**config.mk**
```make
export PLATFORM = sky130hd
export DESIGN_NAME = nrc_rx_cfg
export DESIGN_NICKNAME = d
export VERILOG_FILES = /design/src/core/nrc_pkg.sv /design/src/core/nrc_ignore_timer.sv /design/src/core/nrc_emd_filter.sv /design/src/core/nrc_rx_cfg.sv
export SDC_FILE = /design/constraint.sdc
export NUM_CORES = 1
export LEC_CHECK = 0
export BUFFER_PORTS_ARGS = -buffer_cell sky130_fd_sc_hd__buf_2
export CORE_ASPECT_RATIO = 0.75
export CORE_MARGIN = 5
export CORE_UTILIZATION = 57
export DETAILED_ROUTE_END_ITERATION = 6
export PLACE_DENSITY_LB_ADDON = 0.05
export SYNTH_ARGS = -nofsm -noshare
export SYNTH_HDL_FRONTEND = slang
export SYNTH_SLANG_ARGS = --single-unit
```
**constraint.sdc**
```tcl
create_clock -name clock -period 3.1 [get_ports clock]
set_input_delay 0.62 -clock clock [delete_from_list [all_inputs] [get_ports clock]]
set_output_delay 0.62 -clock clock [all_outputs]
set_load 0.03 [all_outputs]
```
**src/core/nrc_pkg.sv**
```systemverilog
// constants shared by the receiver configuration register bank
package nrc_pkg;

	// ==========================================================
	// register offsets
	localparam logic [7:0] ADDR_FRAME_CTRL = 8'h35;
	localparam logic [7:0] ADDR_IGNORE     = 8'h36;
	localparam logic [7:0] ADDR_THRESH     = 8'h37;
	localparam logic [7:0] ADDR_INPUT      = 8'h38;
	localparam logic [7:0] ADDR_IRQ_STATUS = 8'h40;
	localparam logic [7:0] ADDR_IRQ_MASK   = 8'h41;
	localparam logic [7:0] ADDR_LIVE       = 8'h42;

	// ==========================================================
	// field positions
	localparam int FC_GUARD_BIT    = 4;
	localparam int FC_SUPPRESS_BIT = 3;
	localparam int FC_RATE_LSB     = 0;
	localparam int IW_UNIT_BIT     = 7;
	localparam int TH_DECODER_LSB  = 4;
	localparam int TH_PHASE_LSB    = 0;
	localparam int IS_MODE_BIT     = 7;
	localparam int IS_CONV_BIT     = 6;
	localparam int IS_SOURCE_LSB   = 4;
	localparam int IS_COLL_LSB     = 0;
	localparam logic [7:0] IS_WRITE_MASK = 8'hF3;

	// interrupt status bits
	localparam int EV_DONE   = 0;
	localparam int EV_EMD    = 1;
	localparam int EV_GUARD  = 2;
	localparam int EV_WINDOW = 3;
	localparam logic [7:0] EV_MASK = 8'h0F;

	// ==========================================================
	// values after reset
	localparam logic [7:0] RST_FRAME_CTRL = 8'h04;
	localparam logic [7:0] RST_IGNORE     = 8'h00;
	localparam logic [7:0] RST_THRESH     = 8'h00;
	localparam logic [7:0] RST_INPUT      = 8'h00;
	localparam logic [7:0] RST_IRQ_MASK   = 8'h00;

	// ==========================================================
	// receive rate codes
	localparam logic [2:0] RATE_26  = 3'h2;
	localparam logic [2:0] RATE_52  = 3'h3;
	localparam logic [2:0] RATE_106 = 3'h4;
	localparam logic [2:0] RATE_212 = 3'h5;
	localparam logic [2:0] RATE_424 = 3'h6;
	localparam logic [2:0] RATE_847 = 3'h7;

	// ==========================================================
	// timing
	localparam int CLK_HZ     = 20_000_000;
	localparam int BAUD_26    = 26_000;
	localparam int BAUD_52    = 52_000;
	localparam int BAUD_106   = 106_000;
	localparam int BAUD_212   = 212_000;
	localparam int BAUD_424   = 424_000;
	localparam int BAUD_847   = 847_000;
	localparam logic [8:0] HALF_26  = 9'(CLK_HZ / (2 * BAUD_26));
	localparam logic [8:0] HALF_52  = 9'(CLK_HZ / (2 * BAUD_52));
	localparam logic [8:0] HALF_106 = 9'(CLK_HZ / (2 * BAUD_106));
	localparam logic [8:0] HALF_212 = 9'(CLK_HZ / (2 * BAUD_212));
	localparam logic [8:0] HALF_424 = 9'(CLK_HZ / (2 * BAUD_424));
	localparam logic [8:0] HALF_847 = 9'(CLK_HZ / (2 * BAUD_847));
	localparam int CARRIER_HZ       = 13_560_000;
	localparam int CARRIERS_PER_UNIT = 16;
	localparam logic [4:0] CARRIER_UNIT_CYC =
		5'((CARRIERS_PER_UNIT * CLK_HZ + CARRIER_HZ - 1) / CARRIER_HZ);
	localparam logic [1:0] EMD_MIN_BYTES  = 2'h3;
	localparam logic [3:0] EGT_LIMIT_BITS = 4'h6;

endpackage

```
**src/core/nrc_ignore_timer.sv**
```systemverilog
// post-transmit ignore window timer
`timescale 1ns/1ps
`default_nettype none
module nrc_ignore_timer
	import nrc_pkg::*;
(
	input  wire logic       clock,
	input  wire logic       nrst,
	input  wire logic       start,
	input  wire logic [6:0] count,
	input  wire logic       unit_sel,
	input  wire logic       half_tick,
	output logic            window_open,
	output logic            done
);
	logic [6:0] remain;
	logic [4:0] pre;
	wire        carrier_tick = (pre == CARRIER_UNIT_CYC - 5'h01);
	wire        unit_tick    = unit_sel ? half_tick : carrier_tick;
	wire        last         = (remain == 7'h01) && unit_tick;

	// carrier-unit prescaler, restarted with the window so units align
	always_ff @(posedge clock) begin
		if (!nrst || start || carrier_tick)
			pre <= 5'h00;
		else
			pre <= pre + 5'h01;
	end

	// down-counter loaded at end of transmission; input gated until zero
	always_ff @(posedge clock) begin
		if (!nrst) begin
			remain      <= 7'h00;
			window_open <= 1'b1;
			done        <= 1'b0;
		end else if (start) begin
			remain      <= count;
			window_open <= (count == 7'h00);
			done        <= 1'b0;
		end else begin
			done <= last;
			if (remain != 7'h00 && unit_tick)
				remain <= remain - 7'h01;
			if (last)
				window_open <= 1'b1;
		end
	end
endmodule
`default_nettype wire

```
**src/core/nrc_emd_filter.sv**
```systemverilog
// interference suppression over the first bytes of a frame
`timescale 1ns/1ps
`default_nettype none
module nrc_emd_filter
	import nrc_pkg::*;
(
	input  wire logic clock,
	input  wire logic nrst,
	input  wire logic enable,
	input  wire logic sof,
	input  wire logic byte_ok,
	input  wire logic byte_err,
	input  wire logic frame_end,
	output logic      fifo_reset,
	output logic      emd_event,
	output logic      frame_done
);
	logic [1:0] seen;
	logic       in_frame;
	wire        early     = enable && (seen < EMD_MIN_BYTES);
	wire        early_err = byte_err && early;
	wire        short     = frame_end && in_frame && early;

	// byte counter saturates at the suppression depth
	always_ff @(posedge clock) begin
		if (!nrst) begin
			seen     <= 2'h0;
			in_frame <= 1'b0;
		end else if (sof || early_err) begin
			seen     <= 2'h0;
			in_frame <= sof || in_frame;
		end else if (frame_end) begin
			seen     <= 2'h0;
			in_frame <= 1'b0;
		end else if (byte_ok && seen != EMD_MIN_BYTES) begin
			seen <= seen + 2'h1;
		end
	end

	// early error or short frame discards data; only a short frame withholds completion
	always_ff @(posedge clock) begin
		if (!nrst) begin
			fifo_reset <= 1'b0;
			emd_event  <= 1'b0;
			frame_done <= 1'b0;
		end else begin
			fifo_reset <= early_err || short;
			emd_event  <= early_err || short;
			frame_done <= frame_end && !short;
		end
	end
endmodule
`default_nettype wire

```
**src/core/nrc_rx_cfg.sv**
```systemverilog
// receiver configuration register bank with frame supervision
`timescale 1ns/1ps
`default_nettype none

module nrc_rx_cfg
	import nrc_pkg::*;
(
	input  wire logic       clock,
	input  wire logic       nrst,
	input  wire logic [7:0] addr,
	input  wire logic [7:0] wdata,
	input  wire logic       wr,
	input  wire logic       rd,
	output logic      [7:0] rdata,
	input  wire logic       tx_end,
	input  wire logic       type_b,
	input  wire logic       rx_sof,
	input  wire logic       rx_byte,
	input  wire logic       rx_byte_err,
	input  wire logic       rx_collision,
	input  wire logic       rx_frame_end,
	output logic      [2:0] data_bit_rate,
	output logic      [3:0] decoder_min_threshold,
	output logic      [3:0] phase_min_threshold,
	output logic            single_pin_mode,
	output logic            converter_mode_sel,
	output logic      [1:0] signal_source_sel,
	output logic      [1:0] collision_sensitivity,
	output logic            collision_detect_en,
	output logic            rx_gate_open,
	output logic            fifo_reset,
	output logic            rx_done,
	output logic            protocol_error,
	output logic            irq
);
	// ==========================================================
	// register file
	logic [7:0] frame_ctrl;
	logic [7:0] ignore_cfg;
	logic [7:0] thresh;
	logic [7:0] input_sel;
	logic [7:0] irq_status;
	logic [7:0] irq_mask;

	// address decode
	wire hit_fc  = addr == ADDR_FRAME_CTRL;
	wire hit_iw  = addr == ADDR_IGNORE;
	wire hit_th  = addr == ADDR_THRESH;
	wire hit_is  = addr == ADDR_INPUT;
	wire hit_st  = addr == ADDR_IRQ_STATUS;
	wire hit_msk = addr == ADDR_IRQ_MASK;
	wire hit_lv  = addr == ADDR_LIVE;

	// field views
	wire       guard_time_check_en      = frame_ctrl[FC_GUARD_BIT];
	wire       interference_suppress_en = frame_ctrl[FC_SUPPRESS_BIT];
	wire [2:0] rate_code   = frame_ctrl[FC_RATE_LSB +: 3];
	wire       wait_unit_sel            = ignore_cfg[IW_UNIT_BIT];
	wire [6:0] ignore_window_count      = ignore_cfg[6:0];

	// frame control: every field read-write
	always_ff @(posedge clock) begin
		if (!nrst)
			frame_ctrl <= RST_FRAME_CTRL;
		else if (wr && hit_fc)
			frame_ctrl <= wdata;
	end

	// ignore window and thresholds
	always_ff @(posedge clock) begin
		if (!nrst) begin
			ignore_cfg <= RST_IGNORE;
			thresh     <= RST_THRESH;
		end else begin
			if (wr && hit_iw)
				ignore_cfg <= wdata;
			if (wr && hit_th)
				thresh <= wdata;
		end
	end

	// input select: reserved bits 3:2 stay zero
	always_ff @(posedge clock) begin
		if (!nrst)
			input_sel <= RST_INPUT;
		else if (wr && hit_is)
			input_sel <= wdata & IS_WRITE_MASK;
	end

	// ==========================================================
	// configuration outputs straight from the register bits
	assign decoder_min_threshold = thresh[TH_DECODER_LSB +: 4];
	assign phase_min_threshold   = thresh[TH_PHASE_LSB +: 4];
	assign single_pin_mode       = input_sel[IS_MODE_BIT];
	assign converter_mode_sel    = input_sel[IS_CONV_BIT];
	assign signal_source_sel     = input_sel[IS_SOURCE_LSB +: 2];
	assign collision_sensitivity = input_sel[IS_COLL_LSB +: 2];
	assign data_bit_rate         = rate_code;

	// code 3 turns the collision_detect_en output off; registered to stay a flop
	always_ff @(posedge clock) begin
		if (!nrst)
			collision_detect_en <= 1'b0;
		else
			collision_detect_en <= (input_sel[IS_COLL_LSB +: 2] != 2'h3);
	end

	// ==========================================================
	// half-bit divider; reserved rate codes leave it stopped
	logic [8:0] half_cyc;
	logic [8:0] div;
	logic       half_tick;
	logic       bit_phase;

	always_comb begin
		case (rate_code)
			RATE_26:  half_cyc = HALF_26;
			RATE_52:  half_cyc = HALF_52;
			RATE_106: half_cyc = HALF_106;
			RATE_212: half_cyc = HALF_212;
			RATE_424: half_cyc = HALF_424;
			RATE_847: half_cyc = HALF_847;
			default:  half_cyc = 9'h000;
		endcase
	end

	wire div_wrap = (half_cyc != 9'h000) && (div >= half_cyc - 9'h001);

	// a rate change mid-count just wraps early, never stalls
	always_ff @(posedge clock) begin
		if (!nrst || div_wrap)
			div <= 9'h000;
		else if (half_cyc != 9'h000)
			div <= div + 9'h001;
	end

	always_ff @(posedge clock) begin
		if (!nrst) begin
			half_tick <= 1'b0;
			bit_phase <= 1'b0;
		end else begin
			half_tick <= div_wrap;
			if (div_wrap)
				bit_phase <= !bit_phase;
		end
	end

	wire bit_tick = half_tick && bit_phase;

	// ==========================================================
	// post-transmit ignore window
	logic window_open;
	logic window_done;

	nrc_ignore_timer u_timer (
		.clock       (clock),
		.nrst        (nrst),
		.start       (tx_end),
		.count       (ignore_window_count),
		.unit_sel    (wait_unit_sel),
		.half_tick   (half_tick),
		.window_open (window_open),
		.done        (window_done)
	);

	assign rx_gate_open = window_open;

	// receive events are dropped while the window is closed
	wire g_sof   = rx_sof && window_open;
	wire g_byte  = rx_byte && window_open;
	wire g_err   = (rx_byte_err || rx_collision) && window_open;
	wire g_end   = rx_frame_end && window_open;
	wire g_ok    = g_byte && !g_err;

	// ==========================================================
	// interference suppression
	logic emd_event;

	nrc_emd_filter u_emd (
		.clock      (clock),
		.nrst       (nrst),
		.enable     (interference_suppress_en),
		.sof        (g_sof),
		.byte_ok    (g_ok),
		.byte_err   (g_err),
		.frame_end  (g_end),
		.fifo_reset (fifo_reset),
		.emd_event  (emd_event),
		.frame_done (rx_done)
	);

	// ==========================================================
	// extra guard time check, counted in bit periods between bytes
	logic [3:0] gap_bits;
	logic       gap_run;
	wire        gap_long = gap_run && bit_tick && (gap_bits == EGT_LIMIT_BITS);
	wire        guard_err = guard_time_check_en && type_b && gap_long;

	always_ff @(posedge clock) begin
		if (!nrst || g_sof || g_end) begin
			gap_bits <= 4'h0;
			gap_run  <= 1'b0;
		end else if (g_byte) begin
			gap_bits <= 4'h0;
			gap_run  <= 1'b1;
		end else if (gap_long) begin
			gap_run <= 1'b0;
		end else if (gap_run && bit_tick) begin
			gap_bits <= gap_bits + 4'h1;
		end
	end

	always_ff @(posedge clock) begin
		if (!nrst)
			protocol_error <= 1'b0;
		else if (guard_err)
			protocol_error <= 1'b1;  // set wins over a new start
		else if (g_sof)
			protocol_error <= 1'b0;
	end

	// ==========================================================
	// interrupt status: read clears, a new event in that cycle wins
	wire [7:0] events = {4'h0, window_done, guard_err, emd_event, rx_done};
	wire       st_rd  = rd && hit_st;

	always_ff @(posedge clock) begin
		if (!nrst)
			irq_status <= 8'h00;
		else
			irq_status <= (st_rd ? 8'h00 : irq_status) | events;
	end

	always_ff @(posedge clock) begin
		if (!nrst)
			irq_mask <= RST_IRQ_MASK;
		else if (wr && hit_msk)
			irq_mask <= wdata & EV_MASK;
	end

	// one cycle behind status; keeps the pin a clean flop output
	always_ff @(posedge clock) begin
		if (!nrst)
			irq <= 1'b0;
		else
			irq <= |(irq_status & irq_mask);
	end

	// ==========================================================
	// read path; unmapped addresses answer zero
	wire [7:0] live = {4'h0, collision_detect_en, protocol_error,
		half_cyc != 9'h000, window_open};
	wire [7:0] rd_mux =
		hit_fc  ? frame_ctrl :
		hit_iw  ? ignore_cfg :
		hit_th  ? thresh :
		hit_is  ? input_sel :
		hit_st  ? irq_status :
		hit_msk ? irq_mask :
		hit_lv  ? live : 8'h00;

	always_ff @(posedge clock) begin
		if (!nrst)
			rdata <= 8'h00;
		else if (rd)
			rdata <= rd_mux;
		else
			rdata <= 8'h00;
	end
endmodule
`default_nettype wire

```
* Word-level counts from Yosys, hierarchy flattened *
Index checks and enable logic that the tools add are counted.

operators by class
  add/subtract/negate cells = 6
  order comparisons = 2
  equal/unequal tests = 18
  multiplexer cells = 20
  bitwise gates (word level) = 4
  reduce and logical (&&, ||, !) cells = 52

operators with widths
  cell                   count
  $pmux W9 S6            1
  $mux W8                6
  $eq A8 B6 Y1 const B   4
  $logic_and A1 B1 Y1    25
  $eq A8 B7 Y1 const B   3
  $mux W7                2
  $eq A3 B3 Y1 const B   4
  $reduce_bool A2 Y1     5
  $add A9 B1 Y9 const B  1
  $ge A9 B9 Y1           1
  $logic_or A1 B1 Y1     9
  $mux W1                9
  $reduce_bool A9 Y1     1
  $sub A9 B1 Y9 const B  1
  $and A8 B4 Y8          1
  $mux W4                2
  $or A8 B4 Y8           1
  $reduce_or A8 Y1       1
  $eq A7 B1 Y1 const B   1
  $logic_not A7 Y1       1
  $reduce_bool A7 Y1     1
  $sub A7 B1 Y7 const B  1
  $eq A3 B2 Y1 const B   2
  $add A5 B1 Y5 const B  1
  11 further kinds       18

word-level totals
  register bits = 88
  output and inout port bits = 31
  logic and storage cells = 125

* Logic depth before layout (Yosys ltp) *
Gate-level depths: netlist of run 1.

  depth in word-level cells = 10
  mapped depth = 12

* Modules after synthesis *
A second synthesis of run 1 with hierarchy kept.

second synthesis, totals
  cell total of the unflattened synthesis = 500
  area, all modules = 4270.3 µm²

modules (own cells, without submodules)
  module            instances  cells each  area an instance (µm²)  seq. area each (µm²)
  nrc_rx_cfg        1          384         3231.8                  1301.2
  nrc_ignore_timer  1          93          820.8                   280.3
  nrc_emd_filter    1          23          217.7                   100.1

* Worst setup path before layout of run 1 *
Ideal clock, no wire load.

  path type = register -> register
  start point = reg frame_ctrl[2]
  end point = reg div[0]
  library setup time = 0.137 ns
  arrival time = 2.365 ns
  required time = 2.963 ns
  path slack = 0.598 ns
  stages on the path, launching flop included = 12
  cell sequence = dfxtp_1 -> clkbuf_1 -> clkinv_1 -> ha_1 -> o21ai_0 -> a21oi_1 -> ha_1 -> nand3_1 -> nor2_1 -> a211oi_1 -> o31ai_2 -> nor2_1

on the way
  longest elaborated chain between the ends = 6

ends and longest elaborated chain
  element                                       RTL line           source
  start, declared                               nrc_rx_cfg.sv:38   logic [7:0] frame_ctrl;
  start signal, assigned                        nrc_rx_cfg.sv:66   frame_ctrl <= wdata;
  $eq A3 B3 Y1 or $eq A3 B2 Y1 (tied branches)  nrc_rx_cfg.sv:116  case (rate_code)
  $pmux W9 S6 *                                 nrc_rx_cfg.sv:116
  $sub A9 B1 Y9                                 nrc_rx_cfg.sv:127  wire div_wrap = (half_cyc != 9'h000) && (div >= half_cyc - 9'h001);
  $ge A9 B9 Y1                                  nrc_rx_cfg.sv:127
  $logic_and A1 B1 Y1                           nrc_rx_cfg.sv:127
  $logic_or A1 B1 Y1                            nrc_rx_cfg.sv:131  if (!nrst || div_wrap)
  end signal, assigned                          nrc_rx_cfg.sv:134  div <= div + 9'h001;
  end, declared                                 nrc_rx_cfg.sv:111  logic [8:0] div;

Every way passes the cells marked *; elsewhere a longest branch is shown, timed or not.
A chain may end at the register's enable or synchronous reset.

* Worst setup path in the final report of run 1 *
  start point = reg frame_ctrl[2]
  end point = reg div[6]

Same word-level chain as after synthesis.

==> reports/qor.txt, run 1 <==
grt ovf = 0
core area = 7229 sq um
Ant. Diodes = 0
CTS clk-pin slew, worst paths = 0.09 ns
Int Pwr = 0.001440 W
warnings from Yosys = 0
Synth top area share = 40.34%
initial DRC count = 255
Hold WS = 0.4531 ns
fin. max-slew vios = 0
final net count = 555
Setup crit end kind = flop
DRC = 0
Buffers on Ports = 57
syn_nets = 505
RSZ-0062 raised after global routing = no
Worst setup SP type = flop
clock share of power = 37.2%
Die ar. = 9142 sq um
NetSw = 0.0005273 W
largest net degree at the start of global routing = 36
CTS buffer count = 9
fin crit share = 91.05%
maximum clock frequency = 0.3543 GHz
WL/cell = 16.13 um
Final Non-Filler Cells = 616
Rel. slew slack = 53.53%
cell taking the most area after synthesis = dfxtp_1
Fin Setup TNS = 0 ns
final worst setup slack = 0.2774 ns
Syn-to-layout area delta = 12.24%
prevailing post-synth register cell = dfxtp_1
Tightest Pin Transition = 0.6907 ns
vias per cell = 5.670
post-route ant nets = 0
initial antenna violation count = 0
vias = 3493
Seq pwr share = 55.9%
Pre-antenna DRT Iters = 5
CTS max path bufs = 2
CTS H-tree lvls = 3
clock skew = 0.01144 ns
CTS Sinks = 84
Mapped Cells = 460
clock root buffer = clkbuf_8
max-cap viol count = 0
outcome = finished, final reports clean
power share of the combinational group = 6.9%
Min-Delay Path Class = reg2reg
worst vdd ir = 0.2707 mV
Critical Path RT = 3.32 ns
gr usage total = 22.71%
vias in the first global route = 3218
Starting Density = 57.67%
layout cell share with drive strength beyond 1 = 17.86%
syn avg cell area = 9.063 sq um
postcts setup bufs = 0
most common cell after layout, fill and taps aside = dfxtp_1
Routed Wire Length = 9.936 mm
GP Congestion = 0.9086
#FFs+latches synth = 84
Worst EP arrival = 3.04 ns
Hold Buf Count CTS = 0
Worst Path Max Fanout = 9
Die X = 108.8 um
largest cells by area after synthesis = dfxtp_1 40%, mux2i_1 7.0%, ha_1 5.4%, nand2_1 4.5%, nor2b_1 4.4%
HPWL after detailed placement = 7.420 mm
Crit Path Category = reg2reg
most frequent cells in the layout = 84 x dfxtp_1, 57 x buf_2, 50 x nand2_1, 33 x nor2_1, 31 x nand3_1
Post-synth EDFFs = 0
num ports = 58
worst-skew pair later-pin latency = 0.36 ns
post-cts sizing count = 0
first-pass GRT wire length = 16.30 mm
ys async rst share = 0%
PwrDens = 420.5 nW/um^2
die height = 84.07 um
dpl ws = 0.2993 ns
P_leak = 1.993 nW
switch share = 26.80%
Hold Vio Cnt, Final = 0
register area share after synthesis = 40.34%
Netlist Area Pre-Place = 4169 sq um
post-layout util = 64.73%
Setup violations, final = 0
CTS tree = done
distinct cell type count after synthesis = 57
Placed Cells = 600
Tmin final = 2.823 ns
row count = 27
## layer usage
metal | routed length (um) | GRT usage (%)
met5 | 0 | 0
met4 | 80 | 4.128
met3 | 661 | 5.646
met2 | 4379 | 33.82
met1 | 4815 | 33.37
## synthesized netlist by cell type, types with 3 or more instances
| cell | count |
|---|---|
| a211oi_1 | 3 |
| a21boi_0 | 17 |
| a21oi_1 | 17 |
| a22oi_1 | 5 |
| a2bb2oi_1 | 3 |
| a32oi_1 | 4 |
| buf_2 | 5 |
| buf_4 | 5 |
| clkbuf_1 | 10 |
| dfxtp_1 | 84 |
| ha_1 | 18 |
| inv_1 | 10 |
| mux2_2 | 4 |
| mux2i_1 | 29 |
| nand2_1 | 50 |
| nand2b_1 | 8 |
| nand3_1 | 31 |
| nand4_1 | 5 |
| nor2_1 | 33 |
| nor2b_1 | 29 |
| nor3_1 | 9 |
| nor4_1 | 3 |
| o21ai_0 | 15 |
| o22ai_1 | 4 |
| xnor2_1 | 7 |
| xor2_1 | 11 |
## area by class of cell
class,count,area [sq um]
clock buffer,9,123.9
clock inverter,7,56.30
fill,663,2550
inverter,11,41.29
multi-input combinational,344,2342
sequential,84,1682
tap,101,126.4
timing repair buffer,60,307.8
## flip-flops by register name (all words and copies together) (netlist names), 2 cells and up
register	cells
div	9
frame_ctrl	8
gap_bits	4
ignore_cfg	8
input_sel	6
irq_mask	4
irq_status	4
rdata	8
thresh	8
u_emd.seen	2
u_timer.pre	5
u_timer.remain	7
## power by group through the flow
| stage | combinational [W] | clock, W | sequential (W) |
|---|---|---|---|
| finish | 0.000137 | 0.000731 | 0.00110 |
| global route | 0.000151 | 0.000803 | 0.00110 |
| CTS | 0.000136 | 0.000747 | 0.00110 |
| detailed placement | 0.000135 | 0 | 0.00112 |
| global placement | 0.000134 | 0 | 0.00112 |
| floorplan | 0.0000859 | 0 | 0.00113 |
## metrics by stage
step | instance area, sq um | power [W]
floorplan | 4169 | 0.001211
global placement | 4499 | 0.001259
detailed placement | 4499 | 0.001260
CTS | 4679 | 0.001982
global route | 4679 | 0.002056
finish | 4679 | 0.001968
## worst paths after layout
kind                                   start                        end  slack (ns)  cells past startpoint
setup reg to reg  frame_ctrl[2]$_SDFFE_PN1P_        div[6]$_SDFFE_PP0P_        0.28                     10
setup / recovery  frame_ctrl[2]$_SDFFE_PN1P_        div[6]$_SDFFE_PP0P_        0.28                     10
hold / removal     u_timer.pre[0]$_SDFF_PP0_  u_timer.pre[0]$_SDFF_PP0_        0.45                      1
hold reg to reg    u_timer.pre[0]$_SDFF_PP0_  u_timer.pre[0]$_SDFF_PP0_        0.45                      1
## cell families (layout without fill, tap and decap cells)
group / after synthesis / count (layout) / synth area share (%)
muxes: 33 / 33 / 8.043
DFF: 84 / 84 / 40.34
and+or+nand+nor: 193 / 193 / 25.48
AOI/OAI and AO/OA: 82 / 82 / 13.48
xor gates and xnor gates: 18 / 18 / 3.781
adders and majority gates: 18 / 18 / 5.402
buffers and inverters: 32 / 87 / 3.481
## worst max-delay path, cell delays in order, from the launching register on
cell and delay, ns:
dfxtp_1 0.48, clkinv_1 0.27, ha_1 0.30, o21ai_0 0.19, a21oi_1 0.11, ha_1 0.30
nand3_1 0.08, nor2_1 0.11, a211oi_1 0.10, o31ai_2 0.62, nor2_1 0.11
No activity file was read; power rests on OpenSTA's default activity.
==> run 2: changes to the inputs <==
--- a/config.mk
+++ b/config.mk
@@ -6,9 +6,11 @@
 export NUM_CORES = 1
 export LEC_CHECK = 0
 export BUFFER_PORTS_ARGS = -buffer_cell sky130_fd_sc_hd__buf_2
+export CELL_PAD_IN_SITES_DETAIL_PLACEMENT = 1
+export CELL_PAD_IN_SITES_GLOBAL_PLACEMENT = 1
 export CORE_ASPECT_RATIO = 0.75
 export CORE_MARGIN = 5
-export CORE_UTILIZATION = 57
+export CORE_UTILIZATION = 44
 export DETAILED_ROUTE_END_ITERATION = 6
 export PLACE_DENSITY_LB_ADDON = 0.05
 export SYNTH_ARGS = -nofsm -noshare
==> reports/qor.txt, run 2 (synthesis results as in run 1) <==
outcome = finished, final reports clean
gr usage total = 22.30%
CTS buffer count = 9
CTS max path bufs = 2
vias in the first global route = 3671
Die X = 122.4 um
clock share of power = 48.3%
Min-Delay Path Class = reg2reg
worst-skew pair later-pin latency = 0.34 ns
Hold Vio Cnt, Final = 0
die height = 94.30 um
CTS Sinks = 84
core area = 9159 sq um
clock skew = 0.006411 ns
DRC = 0
Hold Buf Count CTS = 0
Setup crit end kind = flop
Rel. slew slack = 46.19%
post-route ant nets = 0
Tightest Pin Transition = 0.7997 ns
Seq pwr share = 45.7%
final net count = 557
RSZ-0062 raised after global routing = no
Crit Path Category = reg2reg
Starting Density = 45.52%
Syn-to-layout area delta = 16.96%
fin. max-slew vios = 0
R2R Path Start = frame_ctrl[2]$_SDFFE_PN1P_
worst reg2reg endpoint = div[3]$_SDFFE_PP0P_
Final Non-Filler Cells = 645
maximum clock frequency = 0.3708 GHz
row count = 30
Die ar. = 11540 sq um
CTS clk-pin slew, worst paths = 0.06 ns
P_leak = 2.080 nW
fin crit share = 87.00%
largest net degree at the start of global routing = 36
R2R Setup Slk = 0.40 ns
num ports = 58
initial antenna violation count = 0
worst hold path cell count = 1
Routed Wire Length = 12.32 mm
worst vdd ir = 0.2829 mV
post-cts sizing count = 0
Setup violations, final = 0
max reg flops = 9
Worst setup SP type = flop
first-pass GRT wire length = 19.82 mm
NetSw = 0.0005367 W
dpl ws = 0.4633 ns
Total Power = 0.002411 W
max-cap viol count = 0
Placed Cells = 629
PwrDens = 494.4 nW/um^2
postcts setup bufs = 0
most common cell after layout, fill and taps aside = dfxtp_1
Critical Path RT = 3.38 ns
Ant. Diodes = 0
initial DRC count = 155
vias per cell = 5.519
most frequent cells in the layout = 84 x dfxtp_1, 57 x buf_2, 50 x nand2_1, 33 x nor2_1, 31 x nand3_1
clock root buffer = clkbuf_16
Worst Path Max Fanout = 9
vias = 3560
power share of the combinational group = 6.0%
Tmin final = 2.697 ns
HP Start = u_timer.pre[0]$_SDFF_PP0_
Fin Setup TNS = 0 ns
Pre-antenna DRT Iters = 4
CTS H-tree lvls = 3
Worst EP arrival = 2.98 ns
switch share = 22.26%
CTS tree = done
grt ovf = 0
final worst setup slack = 0.4030 ns
Endpoint, Worst Hold = u_timer.pre[0]$_SDFF_PP0_
Largest Register = div
layout cell share with drive strength beyond 1 = 17.99%
Buffers on Ports = 57
Int Pwr = 0.001874 W
GP Congestion = 0.8283
HPWL after detailed placement = 9.044 mm
WL/cell = 19.11 um
FF-to-FF path depth = 12
[run 2: changes by cell type in the layout (fill, tap and decap cells not counted), sizes merged]
cell,delta
inv,-3
bufinv,+2
clkinvlp,-3
clkbuf,+2
buf,+2
clkinv,+2
[run 2: critical path, stage by stage, from the launching register on]
cell	delay, ns
dfxtp_1	0.46
clkinv_1	0.28
ha_1	0.32
nand2_1	0.11
o21ai_0	0.09
a21oi_1	0.19
ha_1	0.27
nand3_1	0.09
nor2_1	0.05
a211oi_1	0.36
o31ai_2	0.13
buf_4	0.19
nor2_1	0.10
[run 2: area by class of cell]
| type | count | area, sq um |
|---|---|---|
| clock buffer | 11 | 242.7 |
| clock inverter | 5 | 85.08 |
| fill | 1106 | 4283 |
| inverter | 11 | 41.29 |
| multi-input combinational | 344 | 2342 |
| sequential | 84 | 1682 |
| tap | 128 | 160.2 |
| timing repair buffer | 62 | 322.8 |
[run 2: through the flow]
stage | util (%) | instance area (sq um) | hold slack (ns)
global route | 53.24 | 4876 | 0.4868
floorplan | - | 4169 | 0.4175
CTS | 53.24 | 4876 | 0.4565
global placement | 49.66 | 4548 | 0.4382
finish | 53.24 | 4876 | 0.4550
detailed placement | 49.66 | 4548 | 0.4478
[run 2: how the worst max path moves through the flow]
stage                                    start                   to  slack [ns]  depth (start not counted)
floorplan           frame_ctrl[2]$_SDFFE_PN1P_  div[0]$_SDFFE_PP0P_        0.60                         11
global placement    frame_ctrl[2]$_SDFFE_PN1P_  div[0]$_SDFFE_PP0P_        0.57                         12
detailed placement  frame_ctrl[2]$_SDFFE_PN1P_  div[3]$_SDFFE_PP0P_        0.46                         12
CTS                 frame_ctrl[2]$_SDFFE_PN1P_  div[3]$_SDFFE_PP0P_        0.43                         12
global route        frame_ctrl[2]$_SDFFE_PN1P_  div[2]$_SDFFE_PP0P_        0.16                         12
finish              frame_ctrl[2]$_SDFFE_PN1P_  div[3]$_SDFFE_PP0P_        0.40                         12
[run 2: power by group through the flow]
| stage | clock network, W | logic, W | registers [W] |
|---|---|---|---|
| 6_report | 0.00116 | 0.000144 | 0.00110 |
| 5_1_grt | 0.00123 | 0.000158 | 0.00110 |
| 3_5_place_dp | 0 | 0.000142 | 0.00113 |
| 4_1_cts | 0.00119 | 0.000144 | 0.00110 |
| 2_1_floorplan | 0 | 0.0000859 | 0.00113 |
| 3_3_place_gp | 0 | 0.000139 | 0.00113 |
[run 2: per-layer routing]
layer | global-route usage [%] | up-vias | share of wire (%) | wire length (um)
li1 | - | 1736 | - | -
met1 | 32.52 | 1720 | 50 | 6105
met2 | 32.97 | 87 | 43 | 5284
met3 | 4.816 | 17 | 6.1 | 754
met4 | 6.337 | 0 | 1.5 | 180
met5 | 0 | - | 0 | 0
